`src/dpplat_pkg.sv`:
```
// Constants for the two-channel probe position latch.
// Assumes a 16-bit object index on the register port and 32-bit data.
package dpplat_pkg;
   localparam logic [15:0] OFS_CTRL_MODE = 16'h2001;
   localparam logic [15:0] OFS_POLARITY = 16'h2007;
   localparam logic [15:0] OFS_CTRL = 16'h60b8;
   localparam logic [15:0] OFS_STATUS = 16'h60b9;
   localparam logic [15:0] OFS_POS_RISE1 = 16'h60ba;
   localparam logic [15:0] OFS_POS_FALL1 = 16'h60bb;
   localparam logic [15:0] OFS_POS_RISE2 = 16'h60bc;
   localparam logic [15:0] OFS_POS_FALL2 = 16'h60bd;
   localparam logic [15:0] OFS_CNT_RISE1 = 16'h60d5;
   localparam logic [15:0] OFS_CNT_FALL1 = 16'h60d6;
   localparam logic [15:0] OFS_CNT_RISE2 = 16'h60d7;
   localparam logic [15:0] OFS_CNT_FALL2 = 16'h60d8;
   localparam logic [15:0] OFS_DIN_STATUS = 16'h60fd;
   localparam logic [15:0] OFS_IRQ_STATUS = 16'h2100;
   localparam logic [15:0] OFS_IRQ_MASK = 16'h2101;
   localparam logic [15:0] CTRL_MODE_RST = 16'h0000;
   localparam logic [15:0] PROBE_CTRL_MODE = 16'h0009;
   localparam logic [1:0] POLARITY_RST = 2'h3;
   localparam logic [15:0] CTRL_RST = 16'h0000;
   localparam logic [3:0] IRQ_MASK_RST = 4'h0;
   localparam int CB_EN = 0;
   localparam int CB_MODE = 1;
   localparam int CB_SRC = 2;
   localparam int CB_RISE = 4;
   localparam int CB_FALL = 5;
   localparam logic [7:0] CB_CFG_MASK = 8'h35;
   localparam int SB_EN = 0;
   localparam int SB_RISE = 1;
   localparam int SB_FALL = 2;
   localparam int BYTE_STRIDE = 8;
   localparam int DIN_PROBE_BIT = 26;
endpackage : dpplat_pkg

```
`src/dpplat_core.sv`:
```
// Two-channel probe unit latching the feedback position on probe edges.
// Assumes a register port with one-cycle strobes and same-clock feedback.
//
// How it works
// Two independent probe channels each latch position on both edges.
// Probe polarity applies only while the control mode value is 9.
// Polarity value 0 inverts both, 1 probe two, 2 probe one, 3 none.
// With control mode not 9 the polarity value selects pulse input mode.
// Polarity bit 0 belongs to probe one and bit 1 to probe two.
// Control word low byte steers probe one and high byte probe two.
// Single mode accepts only rising edges, continuous mode both edges.
// A write that changes enable, source or edge settings clears counters and flags.
// Probe one level shows in input status bit 26, probe two in bit 27.
// Four signed 32-bit latched positions, one per probe and edge.
// Four unsigned 32-bit edge counters, one per probe and edge.
// Control byte: enable 0, mode 1, source 2, rising 4, falling 5.
// Status byte: enable 0, rising done 1, falling done 2, per probe.
// In single mode software re-enables the probe to capture again.
// In continuous mode each latch holds until the next trigger.
// Inputs are synchronised and each hit latches and counts at once.
// A disabled probe changes no position, counter or flag.
//
// Strobed register access is this design's own decision.
`timescale 1ns/1ns
module dpplat_core
   import dpplat_pkg::*;
(
   input wire logic sys_clk,
   input wire logic rst_n,
   input wire logic [15:0] addr,
   input wire logic [31:0] wrData,
   input wire logic wrEn,
   input wire logic rdEn,
   output logic [31:0] rdData,
   input wire logic probeInputOne,
   input wire logic probeInputTwo,
   input wire logic indexPulse,
   input wire logic signed [31:0] feedbackPos,
   output logic [1:0] pulseInputMode,
   output logic irq
);
   logic [2:0] syncA_reg;
   logic [2:0] syncB_reg;
   logic [15:0] ctrlMode_reg;
   logic [1:0] polarity_reg;
   logic [15:0] ctrl_reg;
   logic [3:0] irqStat_reg;
   logic [3:0] irqStat_next;
   logic [3:0] irqMask_reg;
   logic [3:0] irqMask_next;
   logic [31:0] rdData_reg;
   logic [31:0] rdMux;
   logic [1:0] pulseMode_reg;
   logic irq_reg;
   logic probeModeOn;
   logic [1:0] riseHit;
   logic [1:0] fallHit;
   logic [1:0] cfgWr;
   logic [1:0] riseDone;
   logic [1:0] fallDone;
   logic signed [31:0] posRise [2];
   logic signed [31:0] posFall [2];
   logic [31:0] cntRise [2];
   logic [31:0] cntFall [2];
   logic [15:0] statusWord;
   logic ctrlWr;

   assign ctrlWr = wrEn && addr == OFS_CTRL;
   // polarity gate
   assign probeModeOn = ctrlMode_reg == PROBE_CTRL_MODE;

   // input synchroniser
   always_ff @(posedge sys_clk)
   begin
      if (!rst_n)
      begin
         syncA_reg <= 3'h0;
         syncB_reg <= 3'h0;
      end
      else
      begin
         syncA_reg <= {indexPulse, probeInputTwo, probeInputOne};
         syncB_reg <= syncA_reg;
      end
   end

   always_ff @(posedge sys_clk)
   begin
      if (!rst_n)
      begin
         ctrlMode_reg <= CTRL_MODE_RST;
         polarity_reg <= POLARITY_RST;
         ctrl_reg <= CTRL_RST;
         irqMask_reg <= IRQ_MASK_RST;
      end
      else if (wrEn)
      begin
         if (addr == OFS_CTRL_MODE)
            ctrlMode_reg <= wrData[15:0];
         if (addr == OFS_POLARITY)
            polarity_reg <= wrData[1:0];
         // control word store
         if (addr == OFS_CTRL)
            ctrl_reg <= wrData[15:0];
         irqMask_reg <= irqMask_next;
      end
   end

   always_comb
   begin
      irqMask_next = irqMask_reg;
      if (wrEn && addr == OFS_IRQ_MASK)
         irqMask_next = wrData[3:0];
   end

   // pulse input mode select
   always_ff @(posedge sys_clk)
   begin
      if (!rst_n)
         pulseMode_reg <= 2'h0;
      else if (probeModeOn)
         pulseMode_reg <= 2'h0;
      else
         pulseMode_reg <= polarity_reg;
   end

   // one channel per probe
   for (genvar g = 0; g < 2; g++)
   begin : probe
      logic [7:0] cb;
      logic [7:0] newCb;
      logic inv;
      logic lvl;
      logic prev_reg;
      logic armed_reg;

      // control byte fields
      assign cb = ctrl_reg[g * BYTE_STRIDE +: 8];
      assign newCb = wrData[g * BYTE_STRIDE +: 8];
      // bit clear means inverted
      assign inv = probeModeOn && !polarity_reg[g];
      assign lvl = cb[CB_SRC] ? syncB_reg[2] : (syncB_reg[g] ^ inv);
      // settings change detect
      assign cfgWr[g] = ctrlWr && ((newCb & CB_CFG_MASK) != (cb & CB_CFG_MASK));
      // valid edges only
      assign riseHit[g] = cb[CB_EN] && cb[CB_RISE] && lvl && !prev_reg &&
         (cb[CB_MODE] || armed_reg) && !cfgWr[g];
      assign fallHit[g] = cb[CB_EN] && cb[CB_FALL] && !lvl && prev_reg &&
         cb[CB_MODE] && !cfgWr[g];

      always_ff @(posedge sys_clk)
      begin
         if (!rst_n)
            prev_reg <= 1'b0;
         else
            prev_reg <= lvl;
      end

      // rearm on enable
      always_ff @(posedge sys_clk)
      begin
         if (!rst_n)
            armed_reg <= 1'b0;
         else if (ctrlWr && newCb[CB_EN] && !cb[CB_EN])
            armed_reg <= 1'b1;
         else if (riseHit[g])
            armed_reg <= 1'b0;
      end

      // position latch
      always_ff @(posedge sys_clk)
      begin
         if (!rst_n)
         begin
            posRise[g] <= 32'sh0;
            posFall[g] <= 32'sh0;
         end
         else
         begin
            if (riseHit[g])
               posRise[g] <= feedbackPos;
            if (fallHit[g])
               posFall[g] <= feedbackPos;
         end
      end

      // edge counters
      always_ff @(posedge sys_clk)
      begin
         if (!rst_n || cfgWr[g])
         begin
            cntRise[g] <= 32'h0;
            cntFall[g] <= 32'h0;
         end
         else
         begin
            if (riseHit[g])
               cntRise[g] <= cntRise[g] + 32'h1;
            if (fallHit[g])
               cntFall[g] <= cntFall[g] + 32'h1;
         end
      end

      // executed flags
      always_ff @(posedge sys_clk)
      begin
         if (!rst_n || cfgWr[g])
         begin
            riseDone[g] <= 1'b0;
            fallDone[g] <= 1'b0;
         end
         else
         begin
            if (riseHit[g])
               riseDone[g] <= 1'b1;
            if (fallHit[g])
               fallDone[g] <= 1'b1;
         end
      end

      // status byte layout
      always_comb
      begin
         statusWord[g * BYTE_STRIDE +: 8] = 8'h0;
         statusWord[g * BYTE_STRIDE + SB_EN] = cb[CB_EN];
         statusWord[g * BYTE_STRIDE + SB_RISE] = riseDone[g];
         statusWord[g * BYTE_STRIDE + SB_FALL] = fallDone[g];
      end
   end

   // Latch events are sticky; a read clears them but a new event wins.
   always_comb
   begin
      irqStat_next = irqStat_reg;
      if (rdEn && addr == OFS_IRQ_STATUS)
         irqStat_next = 4'h0;
      irqStat_next = irqStat_next | {fallHit[1], riseHit[1], fallHit[0],
         riseHit[0]};
   end

   always_ff @(posedge sys_clk)
   begin
      if (!rst_n)
      begin
         irqStat_reg <= 4'h0;
         irq_reg <= 1'b0;
      end
      else
      begin
         irqStat_reg <= irqStat_next;
         irq_reg <= |(irqStat_next & irqMask_next);
      end
   end

   always_comb
   begin
      rdMux = 32'h0;
      case (addr)
         OFS_CTRL_MODE: rdMux = {16'h0, ctrlMode_reg};
         OFS_POLARITY: rdMux = {30'h0, polarity_reg};
         OFS_CTRL: rdMux = {16'h0, ctrl_reg};
         OFS_STATUS: rdMux = {16'h0, statusWord};
         OFS_POS_RISE1: rdMux = posRise[0];
         OFS_POS_FALL1: rdMux = posFall[0];
         OFS_POS_RISE2: rdMux = posRise[1];
         OFS_POS_FALL2: rdMux = posFall[1];
         OFS_CNT_RISE1: rdMux = cntRise[0];
         OFS_CNT_FALL1: rdMux = cntFall[0];
         OFS_CNT_RISE2: rdMux = cntRise[1];
         OFS_CNT_FALL2: rdMux = cntFall[1];
         // probe levels
         OFS_DIN_STATUS: rdMux[DIN_PROBE_BIT +: 2] = syncB_reg[1:0];
         OFS_IRQ_STATUS: rdMux = {28'h0, irqStat_reg};
         OFS_IRQ_MASK: rdMux = {28'h0, irqMask_reg};
         default: rdMux = 32'h0;
      endcase
   end

   always_ff @(posedge sys_clk)
   begin
      if (!rst_n)
         rdData_reg <= 32'h0;
      else if (rdEn)
         rdData_reg <= rdMux;
      else
         rdData_reg <= 32'h0;
   end

   assign rdData = rdData_reg;
   assign irq = irq_reg;
   assign pulseInputMode = pulseMode_reg;
endmodule : dpplat_core

```
`config.mk`:
```
export PLATFORM = sky130hd
export DESIGN_NAME = dpplat_core
export DESIGN_NICKNAME = d
export VERILOG_FILES = /design/src/dpplat_pkg.sv /design/src/dpplat_core.sv
export SDC_FILE = /design/constraint.sdc
export NUM_CORES = 1
export LEC_CHECK = 0
export BUFFER_PORTS_ARGS = -buffer_cell sky130_fd_sc_hd__buf_4
export CORE_UTILIZATION = 45
export DETAILED_ROUTE_END_ITERATION = 16
export PLACE_DENSITY = 0.6
export SETUP_SLACK_MARGIN = 0.3
export SYNTH_ARGS = -nofsm -noshare
export SYNTH_HDL_FRONTEND = slang
export SYNTH_SLANG_ARGS = --single-unit
```
`constraint.sdc`:
```
create_clock -name sys_clk -period 4.3 [get_ports sys_clk]
set_input_delay 0.43 -clock sys_clk [delete_from_list [all_inputs] [get_ports sys_clk]]
set_output_delay 0.43 -clock sys_clk [all_outputs]
set_load 0.005 [all_outputs]
```
# Word level (Yosys, flattened, before mapping)
# Memory sizes are Yosys's and may differ from the RTL's.
# Cells that the tools add are included.
# W data, S select, Z words.
dict set report totals {
  regBits 91
  ramBits 256
  in_bits 87
  n_memories 4
}
dict set report classes {
  add_sub_neg 4
  n_eq_ne 18
  mux 44
  bitwise_logic 13
  n_reduce_logical 54
}
# memory depth word_bits rd rd_ports_with_merged_regs write_ports line
set memory_table {}
lappend memory_table {cntFall 2 32 2 0 2 dpplat_core.sv:64} ;# logic [31:0] cntFall [2];
lappend memory_table {cntRise 2 32 2 0 2 dpplat_core.sv:63} ;# logic [31:0] cntRise [2];
lappend memory_table {posFall 2 32 2 0 2 dpplat_core.sv:62} ;# logic signed [31:0] posFall [2];
lappend memory_table {posRise 2 32 2 0 2 dpplat_core.sv:61} ;# logic signed [31:0] posRise [2];
# op count
set ops {}
lappend ops {{$pmux W26 S14} 1}
lappend ops {{$mux W32} 8}
lappend ops {{$eq A16 B15 Y1 const B} 11}
lappend ops {{$add A32 B1 Y32 const B} 4}
lappend ops {{$eq A16 B14 Y1 const B} 4}
lappend ops {{$pmux W4 S8} 1}
lappend ops {{$logic_and A1 B1 Y1} 31}
lappend ops {{$mux W1} 31}
lappend ops {{$pmux W2 S9} 1}
lappend ops {{$eq A16 B4 Y1 const B} 1}
lappend ops {{$logic_not A1 Y1} 11}
lappend ops {{$mux W4} 2}
lappend ops {{$ne A4 B4 Y1} 2}
lappend ops {{$or A1 B1 Y1} 8}
lappend ops {{$reduce_and A2 Y1} 4}
lappend ops {{$and A4 B4 Y4} 1}
lappend ops {{$logic_or A1 B1 Y1} 4}
lappend ops {{$or A4 B4 Y4} 1}
lappend ops {{$reduce_bool A2 Y1} 2}
lappend ops {{$reduce_or A4 Y1} 1}
lappend ops {{$reduce_or A2 Y1} 1}
lappend ops {{$xor A1 B1 Y1} 2}
lappend ops {{$not A1 Y1} 1}

# Longest topological paths before layout
dict set report depth {
  word_depth 13
  depth_mapped 9
  mapped_depth_nobuf 8
}

# Worst setup path before layout
# No wires, ideal clock.
dict set report synth_timing {
  kind {register to register}
  startpoint {register ctrlMode_reg[1]}
  endpoint {memory cntFall[1][0] (enable)}
  setup_ps 394
  arrival_ps 2767
  slack_ps 1139
  path_stages_with_launch 8
  path_buffers 1
  path_cell_list {dfxtp_1 > nor4b_1 > nand4_1 > o21a_1 > o31ai_1 > nor3b_1 > clkbuf_1 > nand2b_1}
}
# element line
set synth_rtl {}
lappend synth_rtl {{start, declared} dpplat_core.sv:44} ;# logic [15:0] ctrlMode_reg;
lappend synth_rtl {{start signal, assigned} dpplat_core.sv:99} ;# ctrlMode_reg <= wrData[15:0];
lappend synth_rtl {{end, declared} dpplat_core.sv:64}

==> flow_summary.json <==
{
  "outcome": "finished clean",
  "cts_tree": "done",
  "grt_max_degree": 55,
  "p_sw_mw": 1.55,
  "synthAdderAreaFrac_pct": 0.308,
  "sequentialPowerShare_pct": 51.7,
  "overflow": 0,
  "synthXorXnorAreaFrac_pct": 6.68,
  "synthFlopType": "edfxtp_1",
  "synth_seq_cells": 347,
  "final_max_slew_viol_count": 0,
  "fin_crit_ps": 3250,
  "synth.distinct_cells": 59,
  "syn_to_final_growth_pct": 16.0,
  "period_share_pct": 75.5,
  "ys_async_sr_fraction_pct": 0,
  "drive_above_1_share_pct": 14.6,
  "maxCapViolations": 0,
  "antenna_cells": 0,
  "p_per_area_mw_per_mm2": 384,
  "hold_path_class": "in2reg",
  "grt_usage_pct": 25.1,
  "initial_core_util_pct": 45.7,
  "drcViolationCount": 0,
  "syn_avg_cell_area_sq_um": 11.1,
  "pwr-share-comb_pct": 3.5,
  "seq_area_sq_mm": 0.00951,
  "fmax_mhz": 308,
  "ant_nets": 0,
  "wire_per_inst_um": 22.0,
  "worst_setup_path_end_kind": "flop",
  "rsz0062_at_grt": "false",
  "syn_inst": 1471,
  "synth_top_area_share_pct": 47.3,
  "yosysTopAreaCell": "edfxtp_1",
  "cpMostUsedCell": "buf_4",
  "synth-compound-area-share_pct": 9.53,
  "grt_pass1_vias": 11500,
  "hold_viol_final": 0,
  "drt-total-wl_um": 45400,
  "drt_pre_antenna_iters": 5,
  "synth_nets": 1562,
  "tns_ps": 0,
  "p_leak_nw": 6.59,
  "clk_latency_ps": 530,
  "synth_top_family_by_area": "simple AND/OR/NAND/NOR gates",
  "fin_worst_skew_ps": 16.5,
  "crit_family": "simple AND/OR/NAND/NOR gates",
  "core_sq_mm": 0.0356,
  "drt_iter0_markers": 1163,
  "critPathLaunch": "ctrlMode_reg[3]",
  "synthMuxAreaShare_pct": 2.65,
  "netlist_area_sq_mm": 0.0163,
  "setup.worst_path.start_class": "flop",
  "cts_resized": 0,
  "post_cts_buffers": 0,
  "cts_sinks": 347,
  "relSlewSlack_pct": 36.8,
  "setup_viol": 0,
  "die_area_sq_mm": 0.0369,
  "via_per_inst": 5.86,
  "synthSimpleGateAreaFrac_pct": 20.0,
  "cts-root-buf": "clkbuf_16",
  "postCtsHoldBufs": 0,
  "crit_buf_inv": 3,
  "crit-reg2reg-launch": "ctrlMode_reg[3]",
  "endpoint": "cntFall[1][11]",
  "critPathSlowestCell": "o31ai_1",
  "power.total_mw": 7.23,
  "reg2reg_depth": 10,
  "die_h_um": 192,
  "worst_slew_pin_slew_ps": 946,
  "switching_share_pct": 21.4,
  "num_rows": 69,
  "synth-edff-count": 256,
  "htree_levels": 2,
  "grt_first_pass_wirelength_um": 69200,
  "worstSetupPathType": "reg2reg",
  "io_pins": 122,
  "pwr-share-clk_pct": 44.8,
  "crit_chain": "nor4b_1 -> nand4_1 -> buf_4 -> o21a_1 -> o31ai_1 -> nor3b_2 -> buf_4 -> nand2_1 -> buf_4 -> nor2_1",
  "multi_input_area_sq_mm": 0.00644,
  "peakVddDrop_v": 0.000387,
  "cpPeakStageDelay_ps": 510,
  "yosys-top-cells-area": "edfxtp_1 47%, dfxtp_1 11%, and2_1 4.2%, xor2_1 4.1%, nor2_1 3.7%",
  "crit_fanout": 31,
  "cts.reportedPaths.clkPinSlew_ps": 70,
  "cts_buffers": 38,
  "whs_ps": 105,
  "nFillCells": 3179,
  "path_depth": 10,
  "antenna_found_initial": 1,
  "rr_endpoint": "cntFall[1][11]",
  "max-clock-path-buffers": 3,
  "gp_congestion": 0.931,
  "ys.warnings.count": 0,
  "cp.arrival_ps": 3630,
  "r2r_slack_ps": 1050,
  "die_w_um": 192,
  "ys_seq_area_share_pct": 58.5,
  "nNetsFinal": 1660,
  "vias": 12100,
  "p_int_mw": 5.68,
  "crit_required_ps": 4680,
  "dp_hpwl_um": 30900,
  "portBuffers": 105
}
==> per-layer routing <==
layer | vias up | wire length, um | share of wire, % | GRT usage [%]
li1 | 5608 | - | - | -
met1 | 5947 | 20700 | 46 | 35.8
met2 | 439 | 20300 | 45 | 38.3
met3 | 73 | 3110 | 6.9 | 4.73
met4 | 0 | 1230 | 2.7 | 7.90
met5 | - | 0 | 0 | 0
==> power by group through the flow <==
stage | clock, mW | sequential, mW | combinational (mW)
floorplan | 0 | 3.79 | 0.129
global placement | 0 | 3.81 | 0.253
detailed placement | 0 | 3.81 | 0.255
CTS | 3.29 | 3.74 | 0.256
global route | 3.41 | 3.75 | 0.274
finish | 3.24 | 3.74 | 0.253
==> cell usage after synthesis (4+ instances only) <==
master and count:
a31oi_1 30, inv_1 13, a22o_1 6, ha_1 4
and3_1 61, a222oi_1 29, xnor2_1 47, nand2b_1 5
nor3_1 14, mux2i_1 24, mux2_2 17, a21oi_1 49
nor4b_1 5, a22oi_1 46, edfxtp_1 256, nand3_1 56
nand2_1 145, a221oi_1 20, dfxtp_1 91, and2_1 110
nor2_1 160, xor2_1 77, nand4_1 30, and4_1 11
o21ai_0 21, clkbuf_1 74, or3_1 8, nor4_1 11
==> cells by family after synthesis <==
| group | Yosys count |
|---|---|
| adders and majority gates | 4 |
| muxes | 41 |
| buffers and inverters | 95 |
| and+or+nand+nor | 641 |
| AOI/OAI and AO/OA | 219 |
| DFF | 347 |
| xor gates and xnor gates | 124 |
==> through the flow <==
step | cell area (sq um) | worst slack (ps) | std cells | util (%)
2_1_floorplan | 16300 | 1140 | 1471 | -
3_3_place_gp | 17600 | 941 | 1990 | 49.6
3_5_place_dp | 17600 | 970 | 1990 | 49.6
4_1_cts | 18900 | 1040 | 2059 | 53.0
5_1_grt | 18900 | 657 | 2059 | 53.0
6_report | 18900 | 1050 | 2059 | 53.0
==> layout by cell type, fill, tap and decap left out, drive strengths merged, types with 6 or more instances in the layout <==
| cell | instances |
|---|---|
| a222oi | 29 |
| and3 | 61 |
| and2 | 110 |
| inv | 14 |
| a21oi | 49 |
| dfxtp | 91 |
| nand2 | 145 |
| nand3 | 56 |
| mux2 | 17 |
| nor3 | 14 |
| xnor2 | 47 |
| clkinv | 14 |
| nor2 | 160 |
| a221oi | 20 |
| a22oi | 46 |
| edfxtp | 256 |
| nor4 | 13 |
| o21ai | 21 |
| a31oi | 30 |
| xor2 | 77 |
| clkbuf | 50 |
| and4 | 11 |
| nand4 | 30 |
| a22o | 6 |
| mux2i | 24 |
| or3 | 9 |
| buf | 140 |
==> cell type report <==
class | instances | share of cell area (%)
clock inverters | 19 | 0.889
flip-flops and latches | 347 | 50.4
inverters | 13 | 0.259
well taps | 461 | 3.06
repair buffers | 140 | 5.57
multi-input cells | 1029 | 34.2
clock buffers | 50 | 5.61
==> worst min path at each step <==
stage,endpoint,start,slack [ps],cells past startpoint
floorplan,syncB_reg[0],syncA_reg[0],410,1
global placement,syncB_reg[0],syncA_reg[0],420,1
detailed placement,syncB_reg[0],syncA_reg[0],420,1
CTS,syncA_reg[1],probeInputTwo,90,2
global route,syncA_reg[2],indexPulse,110,2
finish,syncA_reg[1],probeInputTwo,100,2
No activity file was read; power rests on OpenSTA's default activity.
